[src/rtl/mvd_pkg.sv]
// package for the move and option instruction decode slice
// assumes a 12-bit instruction word and an 8-bit data path
package mvd_pkg;

    // ****************************************
    // widths
    // ****************************************
    localparam int INSTR_W = 12;
    localparam int DATA_W = 8;
    localparam int ADDR_W = 5;

    // ****************************************
    // encodings and field positions
    // ****************************************
    localparam logic [5:0] COPY_REG_OPC = 6'h08;    // 0010 00
    localparam logic [3:0] LOAD_LIT_OPC = 4'hC;     // 1100
    localparam logic [6:0] STORE_ACC_OPC = 7'h01;   // 0000 001
    localparam logic [11:0] IDLE_WORD = 12'h000;
    localparam logic [11:0] OPTION_WORD = 12'h002;
    localparam int DEST_BIT = 5;

    // ****************************************
    // reset values
    // ****************************************
    localparam logic [7:0] ACC_RST = 8'h00;
    localparam logic [7:0] OPTION_RST = 8'hFF;
    localparam logic ZERO_RST = 1'b0;

    typedef enum logic [2:0] {
        OP_NONE,
        OP_COPY,
        OP_LOAD,
        OP_STORE,
        OP_IDLE,
        OP_OPTION
    } mvd_op_t;

    // one instruction offered by fetch
    typedef struct packed {
        logic valid;
        logic [11:0] word;
    } mvd_instr_t;

    // write request toward the register file
    typedef struct packed {
        logic en;
        logic [4:0] addr;
        logic [7:0] data;
    } mvd_wr_t;

endpackage

[src/rtl/mvd_decode.sv]
// decode and execute for the move, literal load, store, idle and option
// instructions; fetch and the register file sit outside on sys_clk
// the register file read port answers in the cycle that shows the address
// and takes the registered write request one cycle after the instruction
//
// Contract
// - copy, destination bit clear: addressed register into accumulator
// - copy with destination bit set writes value back to same register
// - copy sets zero flag from moved value; one word, one cycle
// - literal load puts low eight bits into accumulator, flags untouched
`timescale 1ns/100ps
module mvd_decode
    import mvd_pkg::*;
(
    // clock and reset
    input wire logic sys_clk,
    input wire logic srst,
    // instruction from fetch
    input wire mvd_instr_t instr,
    // register file read port, combinational on the address
    output logic [4:0] rd_addr,
    input wire logic [7:0] rd_data,
    // register file write request
    output mvd_wr_t wr_req,
    // architectural state
    output logic [7:0] acc,
    output logic zero_flag,
    output logic [7:0] option_cfg,
    // status toward the rest of the core
    output logic handled,
    output logic unknown_instr
);

    // ****************************************
    // decode
    // ****************************************
    function automatic mvd_op_t decode(input logic [11:0] w);
        mvd_op_t op;
        op = OP_NONE;
        if (w[11:6] == COPY_REG_OPC) begin
            op = OP_COPY;
        end else if (w[11:8] == LOAD_LIT_OPC) begin
            op = OP_LOAD;
        end else if (w[11:5] == STORE_ACC_OPC) begin
            op = OP_STORE;
        end else if (w == IDLE_WORD) begin
            op = OP_IDLE;
        end else if (w == OPTION_WORD) begin
            op = OP_OPTION;
        end
        return op;
    endfunction

    // ****************************************
    // instruction fields
    // ****************************************
    // the register field feeds both the read port and the write request
    function automatic logic [4:0] reg_field(input logic [11:0] w);
        return w[4:0];
    endfunction

    function automatic logic [7:0] lit_field(input logic [11:0] w);
        return w[7:0];
    endfunction

    function automatic logic dest_field(input logic [11:0] w);
        return w[DEST_BIT];
    endfunction

    // ****************************************
    // decoded instruction
    // ****************************************
    mvd_op_t op;
    logic dest_reg;

    always_comb begin
        op = instr.valid ? decode(instr.word) : OP_NONE;
        dest_reg = dest_field(instr.word);
    end

    // ****************************************
    // accumulator
    // ****************************************
    logic [7:0] acc_r;
    logic [7:0] acc_nxt;

    always_comb begin
        acc_nxt = acc_r;
        unique case (op)
            OP_COPY: begin
                // a write-back copy leaves the accumulator alone
                if (!dest_reg) begin
                    acc_nxt = rd_data;
                end
            end
            OP_LOAD: begin
                acc_nxt = lit_field(instr.word);
            end
            OP_STORE: begin
            end
            OP_IDLE: begin
            end
            OP_OPTION: begin
            end
            OP_NONE: begin
            end
        endcase
    end

    always_ff @(posedge sys_clk) begin
        if (srst) begin
            acc_r <= ACC_RST;
        end else begin
            acc_r <= acc_nxt;
        end
    end

    // ****************************************
    // zero flag
    // ****************************************
    logic zero_r;
    logic zero_nxt;

    always_comb begin
        zero_nxt = zero_r;
        unique case (op)
            OP_COPY: begin
                // either destination updates it, so a copy doubles as a test
                zero_nxt = (rd_data == 8'h00);
            end
            OP_LOAD: begin
            end
            OP_STORE: begin
            end
            OP_IDLE: begin
            end
            OP_OPTION: begin
            end
            OP_NONE: begin
            end
        endcase
    end

    always_ff @(posedge sys_clk) begin
        if (srst) begin
            zero_r <= ZERO_RST;
        end else begin
            zero_r <= zero_nxt;
        end
    end

    // ****************************************
    // timer and prescaler configuration
    // ****************************************
    logic [7:0] option_r;
    logic [7:0] option_nxt;

    always_comb begin
        option_nxt = option_r;
        if (op == OP_OPTION) begin
            option_nxt = acc_r;
        end
    end

    always_ff @(posedge sys_clk) begin
        if (srst) begin
            option_r <= OPTION_RST;
        end else begin
            option_r <= option_nxt;
        end
    end

    // ****************************************
    // register file write request
    // ****************************************
    mvd_wr_t wr_r;
    mvd_wr_t wr_nxt;

    // registered, so the file sees a clean one-cycle pulse with zeroed fields
    always_comb begin
        wr_nxt = '0;
        unique case (op)
            OP_COPY: begin
                if (dest_reg) begin
                    wr_nxt.en = 1'h1;
                    wr_nxt.addr = reg_field(instr.word);
                    wr_nxt.data = rd_data;
                end
            end
            OP_STORE: begin
                wr_nxt.en = 1'h1;
                wr_nxt.addr = reg_field(instr.word);
                wr_nxt.data = acc_r;
            end
            OP_LOAD: begin
            end
            OP_IDLE: begin
            end
            OP_OPTION: begin
            end
            OP_NONE: begin
            end
        endcase
    end

    always_ff @(posedge sys_clk) begin
        if (srst) begin
            wr_r <= '0;
        end else begin
            wr_r <= wr_nxt;
        end
    end

    // ****************************************
    // outputs
    // ****************************************
    // read address is combinational so copy completes in one cycle
    assign rd_addr = reg_field(instr.word);
    assign wr_req = wr_r;
    assign acc = acc_r;
    assign zero_flag = zero_r;
    assign option_cfg = option_r;

    // ****************************************
    // status
    // ****************************************
    // refused words move no state; the flag lets the core route them on
    assign handled = (op != OP_NONE);
    assign unknown_instr = instr.valid && (op == OP_NONE);

endmodule // mvd_decode

[config.mk]
export PLATFORM = sky130hd
export DESIGN_NAME = mvd_decode
export DESIGN_NICKNAME = d
export VERILOG_FILES = /design/src/rtl/mvd_pkg.sv /design/src/rtl/mvd_decode.sv
export SDC_FILE = /design/constraint.sdc
export NUM_CORES = 1
export LEC_CHECK = 0
export ABC_AREA = 1
export BUFFER_PORTS_ARGS = -buffer_cell sky130_fd_sc_hd__buf_4
export CAP_MARGIN = 20
export CORE_MARGIN = 2
export CORE_UTILIZATION = 43
export CTS_CLUSTER_DIAMETER = 30
export DETAILED_ROUTE_END_ITERATION = 7
export PLACE_DENSITY = 0.76
export SYNTH_ARGS = -nofsm -noshare
export SYNTH_HDL_FRONTEND = slang
export SYNTH_SLANG_ARGS = --single-unit
[constraint.sdc]
create_clock -name sys_clk -period 1.3 [get_ports sys_clk]
set_clock_uncertainty 0.05 [all_clocks]
set_input_delay 0.13 -clock sys_clk [delete_from_list [all_inputs] [get_ports sys_clk]]
set_output_delay 0.13 -clock sys_clk [all_outputs]
set_load 0.05 [all_outputs]
Yosys cells after proc, flatten, opt, wreduce, memory -nomap -nowiden --
Cells that the tools add are included.
Storage, ports and cells: flip-flop bits (word level) 31
Cells by class: eq/ne operators 9, mux-type cells 10, reductions and logical operators 7
Operator list (count):
- one-hot mux 14 bit (2 select lines) | 1
- 2-to-1 mux 3 bit | 6
- one-hot mux 8 bit (2 select lines) | 1
- 2-to-1 mux 14 bit | 1
- == test 12 x 2 -> 1 bit, second input constant | 1
- logical NOT 12 bit | 1
- logical NOT 8 bit | 1
- 2-to-1 mux 8 bit | 1
- == test 7 x 1 -> 1 bit, second input constant | 1
- == test 3 x 2 -> 1 bit, second input constant | 2
- == test 6 x 4 -> 1 bit, second input constant | 1
- == test 4 bit, second input constant | 1
- == test 3 x 1 -> 1 bit, second input constant | 1
- == test 3 bit, second input constant | 1
- logical NOT 3 bit | 1
- nonzero test 3 bit | 1
- inequality test 2 bit, second input constant | 1
- AND reduction 2 bit | 1
- nonzero test 2 bit | 1
- logical AND 1 bit | 1

Longest topological paths before layout --
Gate-level depths: netlist of run 1.
depth after elaboration 10, mapped depth 13, gate-level depth less buffers 12

Worst setup path before layout of run 1 --
No wires, ideal clock.
kind input -> output, start point input instr[8] (netlist name), end point output unknown_instr, arrival 1785 ps, data required time 1120 ps, path slack -665 ps, stages 8, buffers on the path 0, cell sequence inv_1 -> nand2_2 -> nor2_2 -> nand2_2 -> nand3_1 -> nand2_2 -> nand3_1 -> nor2_1
Between the ends: word-level cells in the longest chain between the ends 9
Ends and longest elaborated chain:
- from (decl) | line mvd_decode.sv:19 | input wire mvd_instr_t instr,
- == test 12 x 2 -> 1 bit | line mvd_decode.sv:48 | end else if (w == OPTION_WORD) begin
- 2-to-1 mux 3 bit | line mvd_decode.sv:48
- 2-to-1 mux 3 bit | line mvd_decode.sv:46 | end else if (w == IDLE_WORD) begin
- 2-to-1 mux 3 bit | line mvd_decode.sv:44 | end else if (w[11:5] == STORE_ACC_OPC) begin
- 2-to-1 mux 3 bit | line mvd_decode.sv:42 | end else if (w[11:8] == LOAD_LIT_OPC) begin
- 2-to-1 mux 3 bit * | line mvd_decode.sv:40 | if (w[11:6] == COPY_REG_OPC) begin
- 2-to-1 mux 3 bit * | line mvd_decode.sv:77 | op = instr.valid ? decode(instr.word) : OP_NONE;
- logical NOT 3 bit * | line mvd_decode.sv:229 | assign unknown_instr = instr.valid && (op == OP_NONE);
- logical AND 1 bit * | line mvd_decode.sv:229
- to (decl) | line mvd_decode.sv:31 | output logic unknown_instr
Mark *: on every way between the ends. The rest lies on a longest branch, timed or not.

Worst setup path after layout of run 1 --
start point input instr[6] (netlist name), end point output unknown_instr
Same word-level chain as after synthesis.

==> results of run 1 <==
cells in the mapped netlist:
cell type,count,share of area [%]
sky130_fd_sc_hd__buf_2,4,1.3
sky130_fd_sc_hd__dfxtp_1,31,41
sky130_fd_sc_hd__nor4_1,2,0.84
sky130_fd_sc_hd__o21ai_1,3,1.0
sky130_fd_sc_hd__nand2_1,45,11
sky130_fd_sc_hd__a21oi_1,16,5.3
sky130_fd_sc_hd__inv_1,18,4.5
sky130_fd_sc_hd__buf_1,1,0.25
sky130_fd_sc_hd__clkbuf_1,2,0.50
sky130_fd_sc_hd__nand3_1,20,6.7
sky130_fd_sc_hd__nand2_4,1,0.75
sky130_fd_sc_hd__inv_2,8,2.0
sky130_fd_sc_hd__buf_4,6,3.0
sky130_fd_sc_hd__nor3_2,1,0.67
sky130_fd_sc_hd__buf_6,1,0.75
sky130_fd_sc_hd__o21ai_0,7,2.3
sky130_fd_sc_hd__nor2_2,1,0.42
sky130_fd_sc_hd__o211ai_1,7,3.5
sky130_fd_sc_hd__nor2_1,21,5.3
sky130_fd_sc_hd__a21oi_2,1,0.58
sky130_fd_sc_hd__nor2_4,2,1.5
sky130_fd_sc_hd__nand2_2,6,2.5
sky130_fd_sc_hd__nand4_1,3,1.3
sky130_fd_sc_hd__nand3_2,3,2.0
sky130_fd_sc_hd__clkinv_1,1,0.25
stage by stage:
step | std cells | setup WS [ns] | util (%)
after floorplan | 211 | -0.0111 | -
after global placement | 328 | -0.186 | 63.7
after detailed placement | 328 | -0.228 | 63.7
after CTS | 341 | 0.00296 | 69.1
after global routing | 344 | -0.0844 | 72.2
final | 344 | -0.00570 | 72.2
power groups by stage:
stage / combinational [mW] / sequential, mW / clock, mW
6_report: 0.371 / 0.965 / 0.812
5_1_grt: 0.397 / 0.967 / 0.880
4_1_cts: 0.343 / 0.965 / 0.817
3_5_place_dp: 0.320 / 0.987 / 0
3_3_place_gp: 0.317 / 0.987 / 0
2_1_floorplan: 0.147 / 1.02 / 0
state kept, by name, summed over array words and instances, names as in the netlist:
| register | flops |
|---|---|
| wr_req | 14 |
| acc | 8 |
| zero_flag | 1 |
| option_cfg | 8 |
logic make-up (layout without fill, tap and decap cells):
logic type             after synthesis  count (layout)  synth area share [%]
flip-flops                          31              31                  41.4
AO/OA/AOI/OAI                       34              34                  12.8
buffers and inverters               41             127                  12.6
AND/OR/NAND/NOR                    105             106                  33.2
final cells by class:
type                    instances  area (µm²)
clock inverters                 2        35.0
repair buffers                 92         727
flip-flops and latches         31         621
fillers                       282         928
well taps                      46        57.6
multi-input cells             140         806
inverters                      27         111
clock buffers                   6        51.3
worst register-to-register path, cell delays in order, from the launching register on:
cell	delay (ns)
sky130_fd_sc_hd__dfxtp_1	0.41
sky130_fd_sc_hd__nand2_1	0.07
sky130_fd_sc_hd__a21oi_1	0.18
worst paths after layout:
check                                    end                        from  depth (start not counted)
setup / recovery               unknown_instr                    instr[6]                         11
hold / removal           acc[5]$_SDFFE_PP0P_                  rd_data[5]                          3
setup reg to reg        wr_req[5]$_SDFF_PP0_         acc[5]$_SDFFE_PP0P_                          2
hold reg to reg   option_cfg[5]$_SDFFE_PP1N_  option_cfg[5]$_SDFFE_PP1N_                          2
metal layers:
layer	vias up	routed length [µm]
met5	-	0
li1	847	-
met3	8	353
met1	744	1840
met4	0	69
met2	71	2120
what timing repair did:
action,4_1_cts,5_1_grt
pin swaps,8,11
gates cloned,0,1
hold buffers,1,0
gates resized for setup,18,23
buffers inserted,5,2
endpoints found under the hold margin,8,0
setup endpoints to repair,2,30
==> run summary, run 1 <==
The flow ran to the end, but the final reports show violations. The final reports fail on negative setup slack. The largest buffer count on any clock path is 2.

The core region area came out at 3340 µm². The worst slack on hold paths came out at roughly 0.012 ns. Entering global routing, the biggest net connects 18 pins.

Synthesis produced a netlist whose cell count is 211. The boundary pin count is 61. The fraction of power spent switching nets is a little over a quarter. CTS saw 31 sinks. The number of search-and-repair iterations in the first detailed-routing pass is 4. Dividing total power by cell area gives a power density of 892 nW/µm². The first global-routing pass estimated 6920 µm of wire. The iteration-0 DRC count of the detailed router came out at 98. In this run the clock root is driven by a sky130_fd_sc_hd__clkbuf_4. Setup repair after global routing could not meet its margin everywhere. The buffer and inverter count on the worst path came out at 4.

Setup violations remaining at the end of the flow were counted as 1. After detailed routing, the total wire length is 4380 µm. The number of vias after detailed routing is between 1,500 and 2,000. The top cell types in the final layout, fill and taps aside, are sky130_fd_sc_hd__buf_4 (84), sky130_fd_sc_hd__nand2_1 (39), sky130_fd_sc_hd__dfxtp_1 (31). Leaving out fill and tap cells, the most frequent cell in the layout is sky130_fd_sc_hd__buf_4. Once layout is done, the placed cells without fillers occupy about 2400 µm². The worst reg-to-reg setup slack came out at 0.50 ns. For the pin with the worst max-slew slack, the measured transition is 0.361 ns. The element type at the critical path start is an input port. TritonCTS built the clock tree. The number of maximum-capacitance constraint violations came out at 0. The critical path is of the input port to primary output type. The static leakage is 1.24 nW. The min-delay analysis places its worst path in the category input port to flip-flop. The busiest layer in global routing is met2. The met2 usage in global routing is between 30% and 40%. The routed wirelength normalized by instance count is 12.7 µm.

In this run, CTS created clock tree buffers numbering 5. The detailed-placement wirelength estimate came out at 3080 µm. The repair_antennas step left the layout with diodes totalling 0. The part of the power in registers came out at around 45%. A synthesized cell averages 7.10 µm². For the worst setup path, the data required time is 1.12 ns. The die is 63.0 µm wide.

The cell area after placement is approximately 2100 µm². The share of total power in combinational logic came out at ~17%. In the global route stage, overall resource usage came out at 22.5%. The largest individual stage delay along the critical path comes from the cell sky130_fd_sc_hd__buf_8. For this configuration, the core starts out at a cell density of 44.9%.

Based on the critical path, the design can be clocked at up to roughly 0.77 GHz. The max-slew violation total from the final report came out at 0. The number of global-route vias before repair is 1,516. The area growth from synthesis to layout came out at 60.8%.

Cell internal power was estimated by the tool at 1.57 mW. The setup slack after layout is -0.00570 ns. The data arrival time at the worst-slack endpoint came out at 1.13 ns. The worst path in the final design needs a cycle of 1.31 ns, including I/O delays and setup. The critical path's largest stage delay came out at 0.14 ns.

Yosys printed 0 warnings. The post-route DRC violation count came out at 0. The headroom to the max-slew limit came out at 75.7%. The sequential element share of the synthesized area is 41.4%. The mean number of vias per cell came out at 4.85. The overall power after layout is ~2.1 mW. The cell family contributing the most delay on the critical path is simple AND/OR/NAND/NOR gates. The fraction of final layout cells sized beyond drive strength 1 came out at roughly 48%.

The peak ir drop on the vdd network came out at 0.000844 V. The number of storage elements in the synthesis netlist came out at 31. Per report_power, the clock group accounts for 37.8% of the total. The summed negative setup slack over all endpoints came out at -0.00570 ns. The number of antenna violations at the first check in global routing is 0. The number of nets handed over by synthesis was around 230.

The total number of placement rows is 21. The die extent in y came out at 63.0 µm. Global routing finished with a remaining overflow of 0. The detail route stage leaves a number of antenna-violating nets equal to 0.

The switching power came out at 584 µW. The met3 track demand over resource came out at a little over 7%. The depth of the CTS H-tree came out at 2.

Clock-pin slew was measured on the worst setup and hold paths at 0.12 ns. The kind of capture point of the worst setup path is a primary output. The post-synthesis cell type count is 25. The number of nets in the final layout is 320. The cell area after technology mapping came out at around 1500 µm².

The maximum fanout along the worst path is 2. The placer congestion estimate came out at 0.890. The clock latency on the worst-skew pair came out at 0.34 ns.

Port buffering added 60 buffers. The count of endpoints failing hold in the final timing report came out at 0. The final critical path takes up 100% of the cycle. The signal on the critical path passes through buf_4 > inv_2 > nand2_4 > nor2_4 > nand3_2 > nand3_2 > nand2_2 > buf_6 > nand3_4 > nor2_4 > buf_8. The area enclosed by the die boundary is 3970 µm².

For this run, global-route usage on met1 was measured as between 20% and 30%.
No activity file was read; power rests on OpenSTA's default activity.
==> inputs of run 2 (changes only) <==
Settings changed: BUFFER_PORTS_ARGS -buffer_cell sky130_fd_sc_hd__buf_4 to not set, CORE_ASPECT_RATIO set to 0.5, CORE_MARGIN 2 to not set, CORE_UTILIZATION 43 to 50, DONT_BUFFER_PORTS set to 1, PLACE_DENSITY 0.76 to 0.69.
==> run 2 against run 1 <==
Net effect:
- critical path type unchanged
- the flow now finishes without violations
- fmax grew 6.2%
- sequential share of layout area is 4.4 points higher
- critical endpoint unchanged
- highest routed layer is now met3
- sequential cell count is the same
==> run summary, run 2 (same netlist as run 1, synthesis figures left out) <==
The effective utilization at floorplan came out at 55.1% (was 44.9%). Commonest non-fill, non-tap cells in the layout: sky130_fd_sc_hd__nand2_1 (43), sky130_fd_sc_hd__buf_4 (37), sky130_fd_sc_hd__dfxtp_1 (31) (was sky130_fd_sc_hd__buf_4 (84), sky130_fd_sc_hd__nand2_1 (39), sky130_fd_sc_hd__dfxtp_1 (31)). The kind of path behind the tightest hold check is input port to flip-flop (unchanged). The final non-filler cell area came out at 2060 µm² (was 2410 µm²). The kind of capture point of the worst setup path was a primary output (unchanged). The largest buffer count on any clock path came out at 2 (unchanged). The setup slack after layout is 0.0708 ns (was -0.00570 ns). The most frequent standard cell in the layout excluding fill and tap cells is sky130_fd_sc_hd__nand2_1 (was sky130_fd_sc_hd__buf_4). The cell count after placement came out at 273 (was 328). The number of vias after detailed routing is 1,514 (was 1,670).

The clock transition time at the flip-flop clock pins of the worst setup and hold paths came out at 0.06 ns (was 0.12 ns). The max-slew violation total from the final report is 0 (unchanged). Worst path cell trace: clkinvlp_4 > nand2_2 > nor2_2 > nand3_1 > nand3_1 > nand2_2 > buf_6 > nand3_4 > nor2_4 > buf_12 (was buf_4 > inv_2 > nand2_4 > nor2_4 > nand3_2 > nand3_2 > nand2_2 > buf_6 > nand3_4 > nor2_4 > buf_8). The worst slack after detailed placement came out at -0.0841 ns (was -0.228 ns). The final setup violation count is 0 (was 1). The fraction of final layout cells sized beyond drive strength 1 is 30.5% (was 47.7%). The die extent in y is 40.7 µm (was 63.0 µm). The total track usage came out at 23.5% (was 22.5%). The area growth from synthesis to layout is 37.3% (was 60.8%). The iteration-0 DRC count of the detailed router came out at 153 (was 98). The remaining global-route overflow came to 0 (unchanged). The count of clock tree sinks came out at 31 (unchanged). The headroom to the max-slew limit is 67.3% (was 75.7%). The mean number of vias per cell is 5.11 (was 4.85). The element type at the critical path start is an input port (unchanged).

The core region area was 2720 µm² (was 3340 µm²). The total of buffers placed on input and output ports came out at 0 (was 60). The number of clock buffers inserted by TritonCTS was 5 (unchanged). The maximum clock rate is 0.814 GHz (was 0.766 GHz). The overall power after layout came to 1.94 mW (was 2.15 mW). The pin slew with the least headroom to its limit is 0.489 ns (was 0.361 ns).

The antenna diode count came out at 0 (unchanged). The number of search-and-repair iterations in the first detailed-routing pass is 4 (unchanged). The number of maximum-capacitance constraint violations was 0 (unchanged). The number of antenna violations at the first check in global routing came out at 0 (unchanged).

The number of nets in the final layout came out at 281 (was 320). The worst reg-to-reg setup slack came to 0.40 ns (was 0.50 ns). The clock tree from TritonCTS is built (unchanged).

The maximum fanout along the worst path is 4 (was 2). The clock latency on the worst-skew pair came out at 0.28 ns (was 0.34 ns). The largest net degree at the start of global routing is 27 (was 18).

The final critical path time including I/O delays and setup is 1.23 ns (was 1.31 ns). The number of standard cells in the final layout excluding fillers was 296 (was 344). The worst setup path category is input port to primary output (unchanged). The detailed-placement wirelength estimate came out at 2610 µm (was 3080 µm). The boundary pin count is 61 (unchanged). The total number of placement rows is 13 (was 21).

The share of the cycle needed by the critical path after routing was 94.6% (was 100%). The number of global-route vias before repair came out at 1,174 (was 1,516). The critical path data required time is 1.12 ns (about the same).

The logic depth of the worst register-to-register path came out at 3 (was 2). The root buffer selected by CTS is sky130_fd_sc_hd__clkbuf_8 (was sky130_fd_sc_hd__clkbuf_4). The final wirelength came out at 3740 µm (was 4380 µm). The data arrival time at the worst-slack endpoint is 1.05 ns (was 1.13 ns). The remaining antenna violation count came to 0 (unchanged). The cell area after placement is 1790 µm² (was 2130 µm²). The routed wirelength normalized by instance count came out at 12.6 µm (was 12.7 µm). The depth of the CTS H-tree is 2 (unchanged). The area enclosed by the die boundary came out at 3230 µm² (was 3970 µm²).

The global-route wire length before repair came out at 5380 µm (was 6920 µm). The hold path depth is 3 (unchanged). The post-route DRC violation count is 0 (unchanged). The cell at the slowest stage of the critical path is sky130_fd_sc_hd__buf_12 (was sky130_fd_sc_hd__buf_8).

The placer congestion estimate came out at 0.829 (was 0.890). Outcome: finished clean (was finished, violations left). The static leakage is 1.00 nW (was 1.24 nW). The die span in x came out at 79.4 µm (was 63.0 µm). The power per unit of standard cell area is 946 nW/µm² (was 892 nW/µm²). The number of flip-flops in the largest register came out at 14 (unchanged). The peak ir drop on the vdd network is 0.000540 V (was 0.000844 V).

The count of endpoints failing hold in the final timing report is 0 (unchanged). The critical path's largest stage delay is 0.14 ns (about the same).
run 2: what timing repair did:
item                       CTS  global route
hold buffers                13             0
hold endpoints to repair    13             0
gates resized for setup      0            11
buffers inserted             0             2
setup endpoints to repair    0             3
run 2: where the power goes:
| group | internal, mW | switching [mW] |
|---|---|---|
| sequential | 0.959 | 0.00967 |
| clock | 0.375 | 0.348 |
| combinational | 0.108 | 0.144 |
run 2: cell type report:
type | count | area, µm²
Multi-Input combinational cell | 139 | 732
Fill cell | 217 | 661
Sequential cell | 31 | 621
Timing Repair Buffer | 54 | 470
Inverter | 27 | 105
Clock buffer | 7 | 76.3
Tap cell | 37 | 46.3
Clock inverter | 1 | 5.00
run 2: critical path, delay by kind of cell:
family                 cells  cell delay (ns)
and+or+nand+nor            7             0.57
buffers and inverters      3             0.34
run 2: path summary, 6_finish.rpt:
check,start,endpoint
worst max-delay path,instr[4],unknown_instr
worst min-delay path,instr[3],wr_req[11]$_SDFF_PP0_
worst max register to register,acc[0]$_SDFFE_PP0P_,wr_req[0]$_SDFF_PP0_
worst min register to register,option_cfg[5]$_SDFFE_PP1N_,option_cfg[5]$_SDFFE_PP1N_
run 2: metal layers:
layer  share of wire (%)  routed length (µm)  vias to the layer above  GRT usage (%)
met5                   0                   0                        -              0
met4                   0                   0                        0           6.82
met3                  10                 374                        0           7.56
met2                  45                1680                       78           36.0
met1                  45                1680                      669           32.1
li1                    -                   -                      767              -
run 2: metrics by stage:
stage / util (%) / hold slack, ns / TNS (ns)
6_report: 75.7 / 0.0499 / 0
5_1_grt: 75.7 / 0.0396 / -0.0285
4_1_cts: 73.8 / 0.0418 / 0
3_5_place_dp: 66.1 / 0.153 / -1.31
3_3_place_gp: 66.1 / 0.153 / -0.702
2_1_floorplan: - / 0.209 / -0.0971
==> inputs of run 3 (changes only) <==
Settings changed: PLACE_DENSITY 0.69 to 0.66.
Clock period 1.3 ns to 1.35 ns, I/O delays scaled along.
==> run 3 against run 2 <==
Net effect:
- combinational power fell by 6%
- global-route usage about the same
- routed wire length down 1.1%
- via count down 0.26%
- register-to-register slack gained 0.08 ns
- cell area grew 1.2%
- clock power increased by 31%
- total power increased by 8.9%
- first-iteration DRC count shrank 22%
==> run summary, run 3 (same netlist as run 1, synthesis figures left out) <==
The hold path depth came out at 3 (unchanged). The antenna diode count is 0 (unchanged). The total track usage is 23.6% (was 23.5%). The part of the power in registers is 44.0% (was 49.8%).

The max-slew violation total from the final report is 0 (unchanged). The critical path's largest stage delay came out at 0.16 ns (was 0.14 ns). Commonest non-fill, non-tap cells in the layout: sky130_fd_sc_hd__nand2_1 (43), sky130_fd_sc_hd__buf_4 (35), sky130_fd_sc_hd__dfxtp_1 (31) (was sky130_fd_sc_hd__nand2_1 (43), sky130_fd_sc_hd__buf_4 (37), sky130_fd_sc_hd__dfxtp_1 (31)).

The most numerous cell type found on the critical path is sky130_fd_sc_hd__buf_4. The area enclosed by the die boundary is 3230 µm² (unchanged). The start point of the critical path is instr[8] (was instr[4]).

The worst slack on hold paths was 0.0366 ns (was 0.0499 ns). The cell at the slowest stage of the critical path is sky130_fd_sc_hd__nor3_4 (was sky130_fd_sc_hd__buf_12). The final setup violation count came out at 0 (unchanged). The remaining antenna violation count came to 0 (unchanged). The count of endpoints failing hold in the final timing report is 0 (unchanged).

The power per unit of standard cell area is 1020 nW/µm² (was 946 nW/µm²). The remaining global-route overflow came out at 0 (unchanged). The count of clock tree sinks is 31 (unchanged).

The clock transition time at the flip-flop clock pins of the worst setup and hold paths came to 0.06 ns (about the same). The boundary pin count came out at 61 (unchanged). The clock tree from TritonCTS is built (unchanged).

The final design utilization was 76.6% (was 75.7%). The data arrival time at the worst-slack endpoint was 1.13 ns (was 1.05 ns). The worst setup path category is input port to primary output (unchanged). The routed wirelength normalized by instance count is 12.6 µm (about the same). The clock share of power is 44.8% (was 37.2%).

The placer congestion estimate came out at 0.854 (was 0.829). The largest buffer count on any clock path came out at 2 (unchanged). The share of total power in combinational logic was 11.2% (was 13.0%). The buffer and inverter count on the worst path is 4 (was 3). The peak ir drop on the vdd network was 0.000559 V (was 0.000540 V). The largest net degree at the start of global routing is 26 (was 27). The total of buffers placed on input and output ports is 0 (unchanged). The worst reg-to-reg setup slack is 0.48 ns (was 0.40 ns).

The fraction of final layout cells sized beyond drive strength 1 is 29.7% (was 30.5%). The critical register-to-register path startpoint is acc[0]$_SDFFE_PP0P_ (unchanged). The pin slew with the least headroom to its limit came to 0.487 ns (was 0.489 ns). The post-route DRC violation count is 0 (unchanged).

The depth of the CTS H-tree is 2 (unchanged). The clock latency on the worst-skew pair is 0.28 ns (about the same). The static leakage came out at 1.02 nW (was 1.00 nW). The switching power is 500 µW (was 502 µW).

The kind of capture point of the worst setup path is a primary output (unchanged). The number of antenna violations at the first check in global routing came out at 0 (unchanged). The logic depth of the worst register-to-register path is 3 (unchanged).

The total number of placement rows came out at 13 (unchanged). The element type at the critical path start is an input port (unchanged). The share of the cycle needed by the critical path after routing is a little over nine tenths.

Outcome: finished clean (unchanged). Worst path cell trace: inv_1 > nand2_2 > buf_4 > nor3_4 > nand2_1 > buf_4 > nand3_4 > nor2_4 > buf_12 (was clkinvlp_4 > nand2_2 > nor2_2 > nand3_1 > nand3_1 > nand2_2 > buf_6 > nand3_4 > nor2_4 > buf_12). The headroom to the max-slew limit is 67.5% (was 67.3%).

The most frequent standard cell in the layout excluding fill and tap cells is sky130_fd_sc_hd__nand2_1 (unchanged). The detailed-placement wirelength estimate came out at 2620 µm (was 2610 µm). The maximum clock rate is between 0.7 and 0.8 GHz.

The iteration-0 DRC count of the detailed router came out at 120 (was 153). The fraction of power spent switching nets came out at 23.6% (was 25.8%). The kind of path behind the tightest hold check was input port to flip-flop (unchanged). The final wirelength came out at 3690 µm (was 3740 µm). The root buffer selected by CTS is sky130_fd_sc_hd__clkbuf_8 (unchanged). The critical path data required time came out at 1.16 ns (was 1.12 ns). The global-route wire length before repair is 5340 µm (was 5380 µm). The number of maximum-capacitance constraint violations is 0 (unchanged). The area growth from synthesis to layout is 38.8% (was 37.3%). The number of logic stages on the critical path including buffering is 9 (was 10). The number of vias after detailed routing came to 1,510 (was 1,514).

The number of clock buffers inserted by TritonCTS is 5 (unchanged). The summed negative setup slack over all endpoints came out at 0 ns (unchanged). The mean number of vias per cell came out at 5.15 (was 5.11). The number of search-and-repair iterations in the first detailed-routing pass is 4 (unchanged).

The die span in x came out at 79.4 µm (unchanged). The number of global-route vias before repair came out at 1,167 (was 1,174). The effective utilization at floorplan is 55.1% (unchanged). The maximum fanout along the worst path came out at 3 (was 4). The critical path capture point was unknown_instr (unchanged). The gate family responsible for the most delay along the worst path was buffers and inverters (was simple AND/OR/NAND/NOR gates).

The final critical path time including I/O delays and setup is 1.32 ns. The core region area came to 2720 µm² (unchanged). The number of flip-flops in the largest register came to 14 (unchanged). The total internal power is 1.62 mW (was 1.44 mW). The end of the worst register-to-register path was wr_req[0]$_SDFF_PP0_ (unchanged). The die extent in y was 40.7 µm (unchanged).

The number of nets in the final layout is 278 (was 281).
## run 3: changes by cell type in the layout (fill, tap and decap cells not counted), sizes merged
cell / previous run / this run
buf: 41 / 39
bufinv: 0 / 1
inv: 25 / 26
dlygate4sd3: 13 / 12
clkbuf: 7 / 6
clkinvlp: 1 / 0
## run 3: what timing repair did
item / 4_1_cts / 5_1_grt
hold buffers: 12 / 0
endpoints found under the setup margin: 0 / 2
resized for setup: 0 / 9
buffers inserted: 0 / 1
hold endpoints to repair: 12 / 0
## run 3: cell type report
cell class	instances	area [µm²]
clock inverter	2	35.0
inverter	27	101
sequential	31	621
fill	212	637
multi-input combinational	139	739
tap	37	46.3
timing repair buffer	51	454
clock buffer	6	82.6
## run 3: worst min-delay path by stage
stage                                      end  startpoint
final                     wr_req[8]$_SDFF_PP0_    instr[0]
after global routing      wr_req[8]$_SDFF_PP0_    instr[0]
after CTS                 wr_req[8]$_SDFF_PP0_    instr[0]
after detailed placement  wr_req[7]$_SDFF_PP0_        srst
after global placement    wr_req[1]$_SDFF_PP0_        srst
after floorplan           wr_req[9]$_SDFF_PP0_    instr[1]
## run 3: power groups by stage
stage	Sequential [mW]	Clock, mW	Combinational (mW)
after CTS	0.932	0.961	0.223
after floorplan	0.978	0	0.141
after global placement	0.953	0	0.181
after global routing	0.932	1.00	0.255
after detailed placement	0.953	0	0.185
final	0.932	0.949	0.237
## run 3: per-stage QoR
stage / cells / power, mW / area (µm²) / setup WS (ns)
after global routing: 293 / 2.19 / 2080 / -0.0496
after global placement: 272 / 1.13 / 1800 / -0.0182
final: 293 / 2.12 / 2080 / 0.0311
after floorplan: 211 / 1.12 / 1520 / 0.0339
after detailed placement: 272 / 1.14 / 1800 / -0.0703
after CTS: 292 / 2.12 / 2040 / 0.0500
## run 3: worst min-delay path, stage by stage
cell                     delay (ns)
sky130_fd_sc_hd__inv_2         0.05
sky130_fd_sc_hd__buf_4         0.10
sky130_fd_sc_hd__nor2_1        0.03
## run 3: layer usage
metal / vias to the layer above / track usage, % / share of wire (%)
met2: 66 / 35.1 / 43
li1: 759 / - / -
met3: 6 / 8.89 / 8.6
met4: 0 / 8.18 / 1.0
met5: - / 0 / 0
met1: 679 / 31.6 / 47
